===== config.mk =====
export PLATFORM = sky130hd
export DESIGN_NAME = home_switch_homing_sequencer
export DESIGN_NICKNAME = d
export VERILOG_FILES = /design/src/rtl/homing_pkg.sv /design/src/rtl/home_switch_edge.sv /design/src/rtl/home_switch_homing_sequencer.sv
export SDC_FILE = /design/constraint.sdc
export NUM_CORES = 1
export LEC_CHECK = 0
export ABC_CLOCK_PERIOD_IN_PS = 2400
export BUFFER_PORTS_ARGS = -buffer_cell sky130_fd_sc_hd__buf_2
export CORE_UTILIZATION = 30
export DETAILED_ROUTE_END_ITERATION = 10
export HOLD_SLACK_MARGIN = 0.06
export SLEW_MARGIN = 20
export SYNTH_ARGS = -nofsm -noshare
export SYNTH_HDL_FRONTEND = slang
export SYNTH_SLANG_ARGS = --single-unit

===== constraint.sdc =====
create_clock -name I_CLK -period 2.4 [get_ports I_CLK]
set_input_delay 0.12 -clock I_CLK [delete_from_list [all_inputs] [get_ports I_CLK]]
set_output_delay 0.12 -clock I_CLK [all_outputs]
set_load 0.01 [all_outputs]

===== src/rtl/homing_pkg.sv =====
package homing_pkg;

    // Control word values that frame a homing trigger
    localparam logic [15:0] CW_ENABLED       = 16'h000f;
    localparam logic [15:0] CW_HOMING_START  = 16'h001f;

    // Supported method window
    localparam logic [7:0]  METHOD_FIRST     = 8'h15;
    localparam logic [7:0]  METHOD_LAST      = 8'h1a;
    // Offset (from the first method) of the first method that watches the positive limit
    localparam logic [2:0]  LIMIT_METHOD_OFS = 3'h2;

    // Which sequence is being followed
    localparam logic [1:0]  PATH_CLEAR       = 2'h0;
    localparam logic [1:0]  PATH_LIMIT       = 2'h1;
    localparam logic [1:0]  PATH_ACTIVE      = 2'h2;

    // Step word fields
    localparam int          STEP_VALID       = 3;
    localparam int          STEP_FWD         = 2;
    localparam int          STEP_HIGH        = 1;
    localparam int          STEP_RISE        = 0;
    localparam int          STEP_IDX_W       = 3;

    // Reversal dwell
    localparam int unsigned CLK_PERIOD_NS    = 50;
    localparam int unsigned DECEL_TIME_NS    = 100000;
    localparam int unsigned DECEL_CYCLES     = (DECEL_TIME_NS + CLK_PERIOD_NS - 1) / CLK_PERIOD_NS;
    localparam int          DECEL_CNT_W      = 12;

    typedef enum logic [2:0] {
        ST_IDLE,
        ST_RUN,
        ST_DECEL,
        ST_STOP,
        ST_DONE
    } state_t;

endpackage


===== src/rtl/home_switch_edge.sv =====
`timescale 1ns/10ps

module home_switch_edge (
    input  wire logic i_clk,
    input  wire logic i_reset,
    input  wire logic i_switch,
    output logic      o_level,
    output logic      o_rise,
    output logic      o_fall
);

    logic meta_r;
    logic meta_nxt;
    logic sync_r;
    logic sync_nxt;
    logic prev_r;
    logic prev_nxt;

    // Two-stage synchroniser, then one more stage for the edge compare
    always_comb begin
        meta_nxt = i_switch;
        sync_nxt = meta_r;
        prev_nxt = sync_r;
    end

    always_ff @(posedge i_clk) begin
        if (i_reset) begin
            meta_r <= 1'b0;
            sync_r <= 1'b0;
            prev_r <= 1'b0;
        end else begin
            meta_r <= meta_nxt;
            sync_r <= sync_nxt;
            prev_r <= prev_nxt;
        end
    end

    // Rise is inactive to active, fall the opposite; meta_r feeds nothing else
    assign o_level = sync_r;
    assign o_rise  = sync_r & ~prev_r;
    assign o_fall  = ~sync_r & prev_r;
endmodule


===== src/rtl/home_switch_homing_sequencer.sv =====
// Summary of operation
// - 21 inactive: reverse fast, forward slow, stop fall
// - 21/26 active: forward slow, stop at fall
// - 22 inactive: reverse fast, forward, reverse, stop rise
// - 22/25 active: forward slow, reverse slow, stop rise
// - 23-26 inactive: forward fast, limit turns reverse
// - 23 clear: reverse slow at rise, stop fall
// - 23 limit: reverse, forward, reverse, stop fall
// - 23 active: reverse slow, stop at fall
// - 24 clear: reverse slow, forward slow, stop rise
// - 24 limit: reverse slow, forward slow, stop rise
// - 24 active: reverse slow, forward slow, stop rise
// - 25 clear: forward slow, reverse slow, stop rise
// - 25 limit: forward slow, reverse slow, stop rise
// - 26 clear: forward, reverse, forward slow, stop fall
// - 26 limit: forward slow at rise, stop fall
// - Home switch only decides stops, no index
`timescale 1ns/10ps

module home_switch_homing_sequencer (
    input  wire logic        I_CLK,
    input  wire logic        I_RESET,
    input  wire logic [15:0] I_CONTROL_WORD,
    input  wire logic [7:0]  I_HOMING_METHOD_SELECT,
    input  wire logic        I_HOME_SWITCH_INPUT,
    input  wire logic        I_POS_LIMIT,
    input  wire logic        I_AXIS_STILL,
    output logic             O_MOVE,
    output logic             O_DIR_FWD,
    output logic             O_SPEED_HIGH,
    output logic             O_DECEL,
    output logic             O_BUSY,
    output logic             O_DONE,
    output logic             O_ERROR
);

    homing_pkg::state_t state_r;
    homing_pkg::state_t state_nxt;
    logic [2:0]                          method_r;
    logic [2:0]                          method_nxt;
    logic [1:0]                          path_r;
    logic [1:0]                          path_nxt;
    logic [homing_pkg::STEP_IDX_W-1:0]   idx_r;
    logic [homing_pkg::STEP_IDX_W-1:0]   idx_nxt;
    logic                                move_r;
    logic                                move_nxt;
    logic                                fwd_r;
    logic                                fwd_nxt;
    logic                                high_r;
    logic                                high_nxt;
    logic                                done_r;
    logic                                done_nxt;
    logic                                err_r;
    logic                                err_nxt;
    logic [homing_pkg::DECEL_CNT_W-1:0]  cnt_r;
    logic [homing_pkg::DECEL_CNT_W-1:0]  cnt_nxt;
    logic [15:0]                         cw_prev_r;
    logic [15:0]                         cw_prev_nxt;
    logic                                sw_level;
    logic                                sw_rise;
    logic                                sw_fall;
    logic                                start_evt;
    logic                                method_ok;
    logic [2:0]                          sel_ofs;
    logic [3:0]                          cur_step;
    logic [3:0]                          nxt_step;
    logic                                edge_hit;
    logic                                limit_turn;

    localparam logic [homing_pkg::DECEL_CNT_W-1:0] DECEL_LOAD =
        homing_pkg::DECEL_CNT_W'(homing_pkg::DECEL_CYCLES - 1);

    // Step table: {valid, forward, high speed, wait for rise (else fall)}
    function automatic logic [3:0] step_info(input logic [2:0] m, input logic [1:0] p,
                                              input logic [homing_pkg::STEP_IDX_W-1:0] i);
        logic [3:0] key;
        key = {p, i[1:0]};
        step_info = 4'h0;
        if (!i[2]) begin
            // One hex digit of method offset, one of {path, step}; unlisted steps end the run
            case ({m, key})
                7'h00: step_info = 4'hb;
                7'h01: step_info = 4'hc;
                7'h08: step_info = 4'hc;
                7'h10: step_info = 4'hb;
                7'h11: step_info = 4'hc;
                7'h12: step_info = 4'h9;
                7'h18: step_info = 4'hc;
                7'h19: step_info = 4'h9;
                7'h20: step_info = 4'hf;
                7'h21: step_info = 4'h8;
                7'h24: step_info = 4'hb;
                7'h25: step_info = 4'h8;
                7'h26: step_info = 4'hd;
                7'h27: step_info = 4'h8;
                7'h28: step_info = 4'h8;
                7'h30: step_info = 4'hf;
                7'h31: step_info = 4'h8;
                7'h32: step_info = 4'hd;
                7'h34: step_info = 4'hb;
                7'h35: step_info = 4'h8;
                7'h36: step_info = 4'hd;
                7'h38: step_info = 4'h8;
                7'h39: step_info = 4'hd;
                7'h40: step_info = 4'hf;
                7'h41: step_info = 4'hc;
                7'h42: step_info = 4'h9;
                7'h44: step_info = 4'hb;
                7'h45: step_info = 4'hc;
                7'h46: step_info = 4'h9;
                7'h48: step_info = 4'hc;
                7'h49: step_info = 4'h9;
                7'h50: step_info = 4'hf;
                7'h51: step_info = 4'hc;
                7'h52: step_info = 4'h9;
                7'h53: step_info = 4'hc;
                7'h54: step_info = 4'hb;
                7'h55: step_info = 4'hc;
                7'h58: step_info = 4'hc;
                default: step_info = 4'h0;
            endcase
        end
    endfunction

    home_switch_edge u_home_edge (
        .i_clk    (I_CLK),
        .i_reset  (I_RESET),
        .i_switch (I_HOME_SWITCH_INPUT),
        .o_level  (sw_level),
        .o_rise   (sw_rise),
        .o_fall   (sw_fall)
    );

    // Trigger decode and table lookups
    always_comb begin
        start_evt  = (cw_prev_r == homing_pkg::CW_ENABLED) &&
                     (I_CONTROL_WORD == homing_pkg::CW_HOMING_START);
        method_ok  = (I_HOMING_METHOD_SELECT >= homing_pkg::METHOD_FIRST) &&
                     (I_HOMING_METHOD_SELECT <= homing_pkg::METHOD_LAST);
        sel_ofs    = 3'(I_HOMING_METHOD_SELECT - homing_pkg::METHOD_FIRST);
        cur_step   = step_info(method_r, path_r, idx_r);
        nxt_step   = step_info(method_r, path_r, idx_r + 3'h1);
        // Home switch edges end a step, the limit only the first fast forward one; no index pulse is looked at
        edge_hit   = cur_step[homing_pkg::STEP_RISE] ? sw_rise : sw_fall;
        // Limit only matters on the first fast forward leg
        limit_turn = I_POS_LIMIT && (path_r == homing_pkg::PATH_CLEAR) && (idx_r == 3'h0) &&
                     (method_r >= homing_pkg::LIMIT_METHOD_OFS);
    end

    // Sequencer next state
    always_comb begin
        logic [3:0] first;
        first       = step_info(sel_ofs, sw_level ? homing_pkg::PATH_ACTIVE : homing_pkg::PATH_CLEAR, 3'h0);
        state_nxt   = state_r;
        method_nxt  = method_r;
        path_nxt    = path_r;
        idx_nxt     = idx_r;
        move_nxt    = move_r;
        fwd_nxt     = fwd_r;
        high_nxt    = high_r;
        done_nxt    = done_r;
        err_nxt     = err_r;
        cnt_nxt     = cnt_r;
        cw_prev_nxt = I_CONTROL_WORD;
        if (start_evt) begin
            // A new trigger restarts from scratch, whatever was running
            done_nxt   = 1'b0;
            idx_nxt    = 3'h0;
            method_nxt = sel_ofs;
            path_nxt   = sw_level ? homing_pkg::PATH_ACTIVE : homing_pkg::PATH_CLEAR;
            if (method_ok) begin
                err_nxt   = 1'b0;
                state_nxt = homing_pkg::ST_RUN;
                move_nxt  = 1'b1;
                fwd_nxt   = first[homing_pkg::STEP_FWD];
                high_nxt  = first[homing_pkg::STEP_HIGH];
            end else begin
                err_nxt   = 1'b1;
                state_nxt = homing_pkg::ST_IDLE;
                move_nxt  = 1'b0;
            end
        end else begin
            case (state_r)
                homing_pkg::ST_RUN: begin
                    if (limit_turn) begin
                        // Fast forward to fast reverse always reverses, so dwell first
                        path_nxt  = homing_pkg::PATH_LIMIT;
                        idx_nxt   = 3'h0;
                        cnt_nxt   = DECEL_LOAD;
                        state_nxt = homing_pkg::ST_DECEL;
                    end else if (edge_hit) begin
                        idx_nxt = idx_r + 3'h1;
                        if (!nxt_step[homing_pkg::STEP_VALID]) begin
                            move_nxt  = 1'b0;
                            state_nxt = homing_pkg::ST_STOP;
                        end else if (nxt_step[homing_pkg::STEP_FWD] != fwd_r) begin
                            cnt_nxt   = DECEL_LOAD;
                            state_nxt = homing_pkg::ST_DECEL;
                        end else begin
                            // Same direction: speed drop needs no dwell, ramp is the drive's
                            high_nxt = nxt_step[homing_pkg::STEP_HIGH];
                        end
                    end
                end
                homing_pkg::ST_DECEL: begin
                    // Old command holds; edges are ignored while the axis stops
                    if (cnt_r == '0) begin
                        fwd_nxt   = cur_step[homing_pkg::STEP_FWD];
                        high_nxt  = cur_step[homing_pkg::STEP_HIGH];
                        state_nxt = homing_pkg::ST_RUN;
                    end else begin
                        cnt_nxt = cnt_r - 1'b1;
                    end
                end
                homing_pkg::ST_STOP: begin
                    if (I_AXIS_STILL) begin
                        done_nxt  = 1'b1;
                        state_nxt = homing_pkg::ST_DONE;
                    end
                end
                homing_pkg::ST_DONE: state_nxt = homing_pkg::ST_DONE;
                homing_pkg::ST_IDLE: state_nxt = homing_pkg::ST_IDLE;
                default: state_nxt = homing_pkg::ST_IDLE;
            endcase
        end
    end

    always_ff @(posedge I_CLK) begin
        if (I_RESET) begin
            state_r   <= homing_pkg::ST_IDLE;
            method_r  <= 3'h0;
            path_r    <= 2'h0;
            idx_r     <= 3'h0;
            move_r    <= 1'b0;
            fwd_r     <= 1'b0;
            high_r    <= 1'b0;
            done_r    <= 1'b0;
            err_r     <= 1'b0;
            cnt_r     <= '0;
            cw_prev_r <= 16'h0000;
        end else begin
            state_r   <= state_nxt;
            method_r  <= method_nxt;
            path_r    <= path_nxt;
            idx_r     <= idx_nxt;
            move_r    <= move_nxt;
            fwd_r     <= fwd_nxt;
            high_r    <= high_nxt;
            done_r    <= done_nxt;
            err_r     <= err_nxt;
            cnt_r     <= cnt_nxt;
            cw_prev_r <= cw_prev_nxt;
        end
    end

    // Commands straight from flops
    assign O_MOVE       = move_r;
    assign O_DIR_FWD    = fwd_r;
    assign O_SPEED_HIGH = high_r;
    assign O_DECEL      = (state_r == homing_pkg::ST_DECEL);
    assign O_BUSY       = (state_r == homing_pkg::ST_RUN) || (state_r == homing_pkg::ST_DECEL) ||
                          (state_r == homing_pkg::ST_STOP);
    assign O_DONE       = done_r;
    assign O_ERROR      = err_r;
endmodule


# After elaboration in Yosys (flattened, before gate mapping)
# Memories as Yosys holds them, arrays and structs flattened.
# Index checks and enable logic that the tools add are counted.
[word_totals]
inputBits = 29
output_inout_bits = 7
mem_count = 2
romBits = 1024
wordCells = 140
regBits = 47
[classes]
addsub = 3
eq_ne = 37
n_lt_le_gt_ge = 3
bitwise_logic = 5
n_reduce_logical = 32
n_mux = 44
[mem_list]
columns = ["memory", "depth", "width", "rd", "rd_clocked_by_memory_dff", "write_ports", "line", "rtl"]
rows = [
  ["(name not given)", 128, 4, 1, 0, 0, "home_switch_homing_sequencer.sv:81", "case ({m, key})"],
  ["(name not given)", 128, 4, 1, 0, 0, "home_switch_homing_sequencer.sv:81", ""],
]
[op_table]
columns = ["cell", "n"]
rows = [
  ["$mux 12", 5],
  ["$eq 5x4->1 const B", 6],
  ["$eq 5x5->1 const B", 6],
  ["$mux 3", 10],
  ["$ne 3x3->1 const B", 8],
  ["$pmux 12 s2", 1],
  ["$pmux 3 s4", 2],
  ["$mux 1", 20],
  ["$eq 16x4->1 const B", 1],
  ["$eq 16x5->1 const B", 1],
  ["$reduce_bool 2->1", 7],
  ["$logic_not 12->1", 1],
  ["$sub 12x1->12 const B", 1],
  ["$eq 5x3->1 const B", 2],
  ["$ge 8x5->1 const B", 1],
  ["$le 8x5->1 const B", 1],
  ["$mux 2", 4],
  ["$reduce_and 4->1", 2],
  ["$reduce_or 4->1", 2],
  ["$reduce_and 7->1", 1],
  ["$eq 3x2->1 const B", 2],
  ["$ne 2x2->1 const B", 3],
  ["$reduce_and 2->1", 3],
  ["$reduce_and 6->1", 1],
  ["24 further kinds", 33],
]

# Depth between registers and ports, before layout
# An unclocked memory read counts as a cell.
[depth]
ltp_word = 10
depth_mapped = 11

# Modules after synthesis
# A second synthesis with hierarchy kept.
[unflattened]
cells_unflattened = 331
hier_area_um2 = 2797.7
[by_module_without_submodules]
columns = ["mod", "seq_area_each_um2", "area_each_um2", "n_inst", "cells_per_inst"]
rows = [
  ["home_switch_homing_sequencer", 880.8, 2706.3, 1, 323],
  ["home_switch_edge", 60.1, 91.3, 1, 8],
]

# Worst setup path after synthesis
# Ideal clock, no wire load.
[synth_path]
kind = "register to register"
from = "register cnt_r[0] (netlist bit)"
to = "register cnt_r[3] (netlist bit)"
arrival_time_ns = 2.568
period_less_slack_ns = 2.655
path_slack_ns = -0.255
n_path_buf = 0
path_stages_with_launch = 11
path_cell_list = "dfxtp_1 inv_1 ha_1 or3b_4 or3_4 or4_4 mux2_4 o311ai_4 nor2_2 and4_1 nor4_2"
[synth_via]
elab_chain_len = 3
[synth_rtl]
columns = ["element", "line", "rtl"]
rows = [
  ["start, declared", "home_switch_homing_sequencer.sv:55", "logic [homing_pkg::DECEL_CNT_W-1:0] cnt_r;"],
  ["start signal, assigned", "home_switch_homing_sequencer.sv:251", "cnt_r <= cnt_nxt;"],
  ["$sub 12x1->12 / $logic_not 12->1 (equally long branches)", "home_switch_homing_sequencer.sv:212, home_switch_homing_sequencer.sv:207", ""],
  ["$mux 12 / $ne 2x2->1 (equally long branches)", "-", ""],
  ["$pmux 12 s2 / $reduce_and 6->1 (equally long branches)", "-", ""],
]
# Parallel ways exist; a longest one is shown, timed or not. The select of a mux whose other input is x is not followed.
# A chain may end at the register's enable or synchronous reset.

# Final worst setup path
[layout_path]
from = "register cnt_r[0] (netlist bit)"
to = "register cnt_r[8] (netlist bit)"
# Same word-level chain as after synthesis.

==> implementation parameters <==
Parameter                              Value

Power and ir drop
  Worst-case vdd ir drop ... 0.2971 mV
  Pwr dens ... 349.2 mW/mm^2
  Leakage power figure ... 1.595 nW

Yosys
  Distinct cells, synth ... 68
  Leading register cell type out of synthesis ... dfxtp_1
  Total standard cell area after synthesis ... 0.002761 mm^2
  Post-synthesis xor/xnor area fraction ... 1.269%
  Yosys warns ... 0
  Fraction of the mapped netlist area in adder cells ... 4.531%
  Number of enable-type register cells in the synthesized netlist ... 0
  Net count after synthesis ... 373
  Area fraction in compound gates after synthesis ... 24.56%
  Per-instance average area after synthesis ... 8.268 um^2
  Fraction of the yosys area taken by sequential cells ... 34.07%
  Synthesized instance count ... 334
  Combinational family with the most area after synthesis ... simple AND/OR/NAND/NOR gates
  FFs w/ async S/R, synth ... 0%
  Share of synthesized cell area in and, or, nand and nor gates ... 27.19%
  Share of synthesized area spent on multiplexers ... 1.994%
  Synthesized flop and latch total ... 47

Final layout
  Fill count ... 863
  Antenna diode count ... 0
  Multi-input gate area ... 0.001844 mm^2
  Final Non-Filler Cells ... 551
  Number of nets in the layout ... 481
  Layout cell share with drive strength beyond 1 ... 37.25%
  Layout overhead on the synthesized area ... 43.45%
  Final design instance area without fill ... 0.003961 mm^2
  Total area of sequential cells ... 953.4 um^2

Place
  Total of buffers placed on input and output ports ... 35
  HPWL after detailed placement ... 5284 um
  Placed Cells incl. Taps ... 523
  Placed Area ... 0.003506 mm^2
  Final estimated routing congestion in global placement ... 0.8502

Clocking
  Clock root buffer master ... clkbuf_8
  Sink Count ... 47
  Clock latency at the later pin of the worst-skew pair ... 0.30 ns
  Clock-pin slew reported for the worst setup and hold paths after clock tree synthesis ... 0.09 ns
  CTS tree ... done
  Maximum clock path buffer count ... 2
  TritonCTS buffer count ... 5
  H-tree depth reported by CTS ... 2

Routing
  Total vias in the final route ... 2796
  Detail Route Antenna Nets ... 0
  Overall routed net length ... 7337 um
  Number of remaining DRC errors ... 0
  Router iterations before antenna repair ... 4
  Initial DRC Count ... 81
  Routed length per placed instance ... 13.32 um
  Post-DR vias/cell ... 5.074

Floorplan
  Std cell rows ... 34
  Height of the die ... 97.94 um
  Initial standard-cell utilization of the core ... 31.36%
  Die width ... 97.94 um
  Placeable core region ... 0.008806 mm^2
  Io pins ... 36
  DIE AREA ... 0.009592 mm^2

Critical path
  Setup crit end kind ... flip-flop
  Cell chain of the critical path ... inv_2 > ha_4 > or3b_4 > or3_4 > or4_4 > mux2_4 > o311ai_4 > a211oi_4 > buf_6 > a31o_1 > a21oi_1
  Depth of the most critical reg-to-reg path ... 11
  Setup crit start kind ... flip-flop
  Maximum fanout along the worst path ... 7
  Data arrival at the endpoint of the critical path ... 2.87 ns
  Worst flop-to-flop path startpoint ... cnt_r[0]$_SDFFE_PP0P_
  R2R Path End ... cnt_r[8]$_SDFFE_PP0P_
  Family with the most delay on the worst path ... simple AND/OR/NAND/NOR gates
  Longest individual stage delay on the worst path ... 0.43 ns
  Critical-path cell with the highest stage delay ... or4_4
  Register-to-register setup slack ... -0.23 ns
  Critical path buffer and inverter count ... 2
  Data required time at the worst endpoint ... 2.64 ns
  Category of the critical setup timing path ... flip-flop to flip-flop

Global routing
  Largest net degree at the start of global routing ... 27
  Aggregate global-route resource usage ... 15.60%
  Wire length of the first global-routing pass ... 12230 um
  Number of global-route vias before repair ... 2706
  Antenna violations before repair ... 0
  Global route total overflow ... 0

STA
  Final max-slew violation count ... 0
  Slew at the pin closest to its max-slew limit ... 0.5051 ns
  Fmax achieved ... 380.9 MHz
  Setup repair after global routing missed its margin ... true
  Final period util ... 109.4%
  Final setup slack of the worst path ... -0.2253 ns
  Min cycle time layout ... 2.625 ns
  Post-route setup TNS ... -2.016 ns
  Max Clock Skew ... 0.01052 ns
  Max_slew headroom ... 66.24%
  Number of hold-slack violations in the final timing report ... 0
  Final setup violating endpoints ... 15

Flow run
  Max cap viols ... 0

Worst hold path
  Class of the worst hold path ... primary input to flip-flop
  Hold Startpoint ... I_CONTROL_WORD[0]
  End point of the most critical hold path ... cw_prev_r[0]$_SDFF_PP0_
  Cell depth of the worst hold path ... 2

Run status
  Outcome ... complete, but fails checks
  Violations in the final reports ... negative setup slack
-- placed cells by master (no fill, tap or decap), types with 4 or more instances in the layout --
cell           netlist  layout
nor3_1               7       6
inv_1               18      15
nor4_1               7       5
ha_1                10       5
buf_4                0      64
nor2_1              33      31
dlygate4sd3_1        1      15
nand2b_1             6       6
buf_6                1       4
nor2b_1             25      24
nand3_1              4       4
a31oi_1              7       7
clkbuf_8             2       5
a311oi_1             7       6
o21ai_0              9       6
buf_2                3      35
ha_4                 0       5
mux2i_1              4       4
nand2_1             25      25
o21a_1               6       6
dfxtp_2              0       4
a211oi_1            10       9
a21oi_2              0       4
xnor2_1              4       4
a21oi_1             24      20
dfxtp_1             47      41
-- stage by stage --
stage	hold slack [ns]	setup slack (ns)	util, %	power, W
2_1_floorplan	0.2157	-0.1643	-	0.0008643
3_3_place_gp	0.3443	-0.2332	39.81	0.0008994
3_5_place_dp	0.3456	-0.2696	39.81	0.0009022
4_1_cts	0.06488	-0.2574	43.41	0.001402
5_1_grt	0.08697	-0.3131	44.98	0.001444
6_report	0.06788	-0.2253	44.98	0.001383
-- cells by family after synthesis --
family	count (synthesis)
fa+ha+maj	10
simple gates	138
flops	47
xor+xnor	4
buf+inv	37
compound gates	93
mux	5
-- state kept, by name (all words and copies together), names as in the netlist --
name                 count
O_DIR_FWD                1
O_DONE                   1
O_ERROR                  1
O_MOVE                   1
O_SPEED_HIGH             1
cnt_r                   12
cw_prev_r               16
idx_r                    3
method_r                 3
path_r                   2
state_r                  3
u_home_edge.meta_r       1
u_home_edge.o_level      1
u_home_edge.prev_r       1
-- repair_timing --
| action | 4_1_cts | 5_1_grt |
|---|---|---|
| buffers inserted | 1 | 4 |
| hold endpoints to repair | 15 | 0 |
| setup endpoints to repair | 18 | 19 |
| pin swaps | 5 | 12 |
| resized for setup | 21 | 27 |
| hold buffers | 15 | 0 |
-- per-layer routing --
layer,up-vias,GRT usage (%),wire length [um]
met1,1307,19.39,3350
li1,1424,-,-
met4,0,5.478,85
met5,-,0,0
met2,58,26.98,3600
met3,7,2.792,301
-- layout make-up --
| class | count | area share (%) |
|---|---|---|
| sequential | 47 | 24.07 |
| inverter | 19 | 1.864 |
| multi-input combinational | 250 | 46.56 |
| clock inverter | 2 | 0.2843 |
| tap | 108 | 3.411 |
| clock buffer | 6 | 1.832 |
| timing repair buffer | 119 | 21.98 |
-- synthesized netlist by cell type (6+ instances only) --
master	count	area, um^2
a211oi_1	10	75.07
nand2b_1	6	37.54
nor4_1	7	43.79
nor3_1	7	35.03
clkbuf_1	11	41.29
o21ai_0	9	45.04
nor2b_1	25	156.4
ha_1	10	125.1
o21a_1	6	45.04
nor2_1	33	123.9
a311oi_1	7	61.31
a31oi_1	7	43.79
inv_1	18	67.56
dfxtp_1	47	940.9
nand2_1	25	93.84
a21oi_1	24	120.1
-- power by group --
group          leakage (nW)  switching [W]  internal [W]
registers             0.387     0.00000515      0.000793
logic                  1.16      0.0000475     0.0000592
clock network        0.0455       0.000273      0.000205
total                  1.59       0.000326       0.00106
-- worst max-delay path by stage --
| stage | to | slack [ns] | depth (start not counted) | from |
|---|---|---|---|---|
| after floorplan | cnt_r[5]$_SDFFE_PP0P_ | -0.16 | 10 | cnt_r[0]$_SDFFE_PP0P_ |
| after global placement | cnt_r[3]$_SDFFE_PP0P_ | -0.23 | 9 | cnt_r[6]$_SDFFE_PP0P_ |
| after detailed placement | cnt_r[3]$_SDFFE_PP0P_ | -0.27 | 9 | cnt_r[6]$_SDFFE_PP0P_ |
| after CTS | cnt_r[3]$_SDFFE_PP0P_ | -0.26 | 11 | cnt_r[0]$_SDFFE_PP0P_ |
| after global routing | cnt_r[8]$_SDFFE_PP0P_ | -0.31 | 11 | cnt_r[0]$_SDFFE_PP0P_ |
| final | cnt_r[8]$_SDFFE_PP0P_ | -0.23 | 11 | cnt_r[0]$_SDFFE_PP0P_ |
Note: power is estimated with default switching activity, not from simulation.
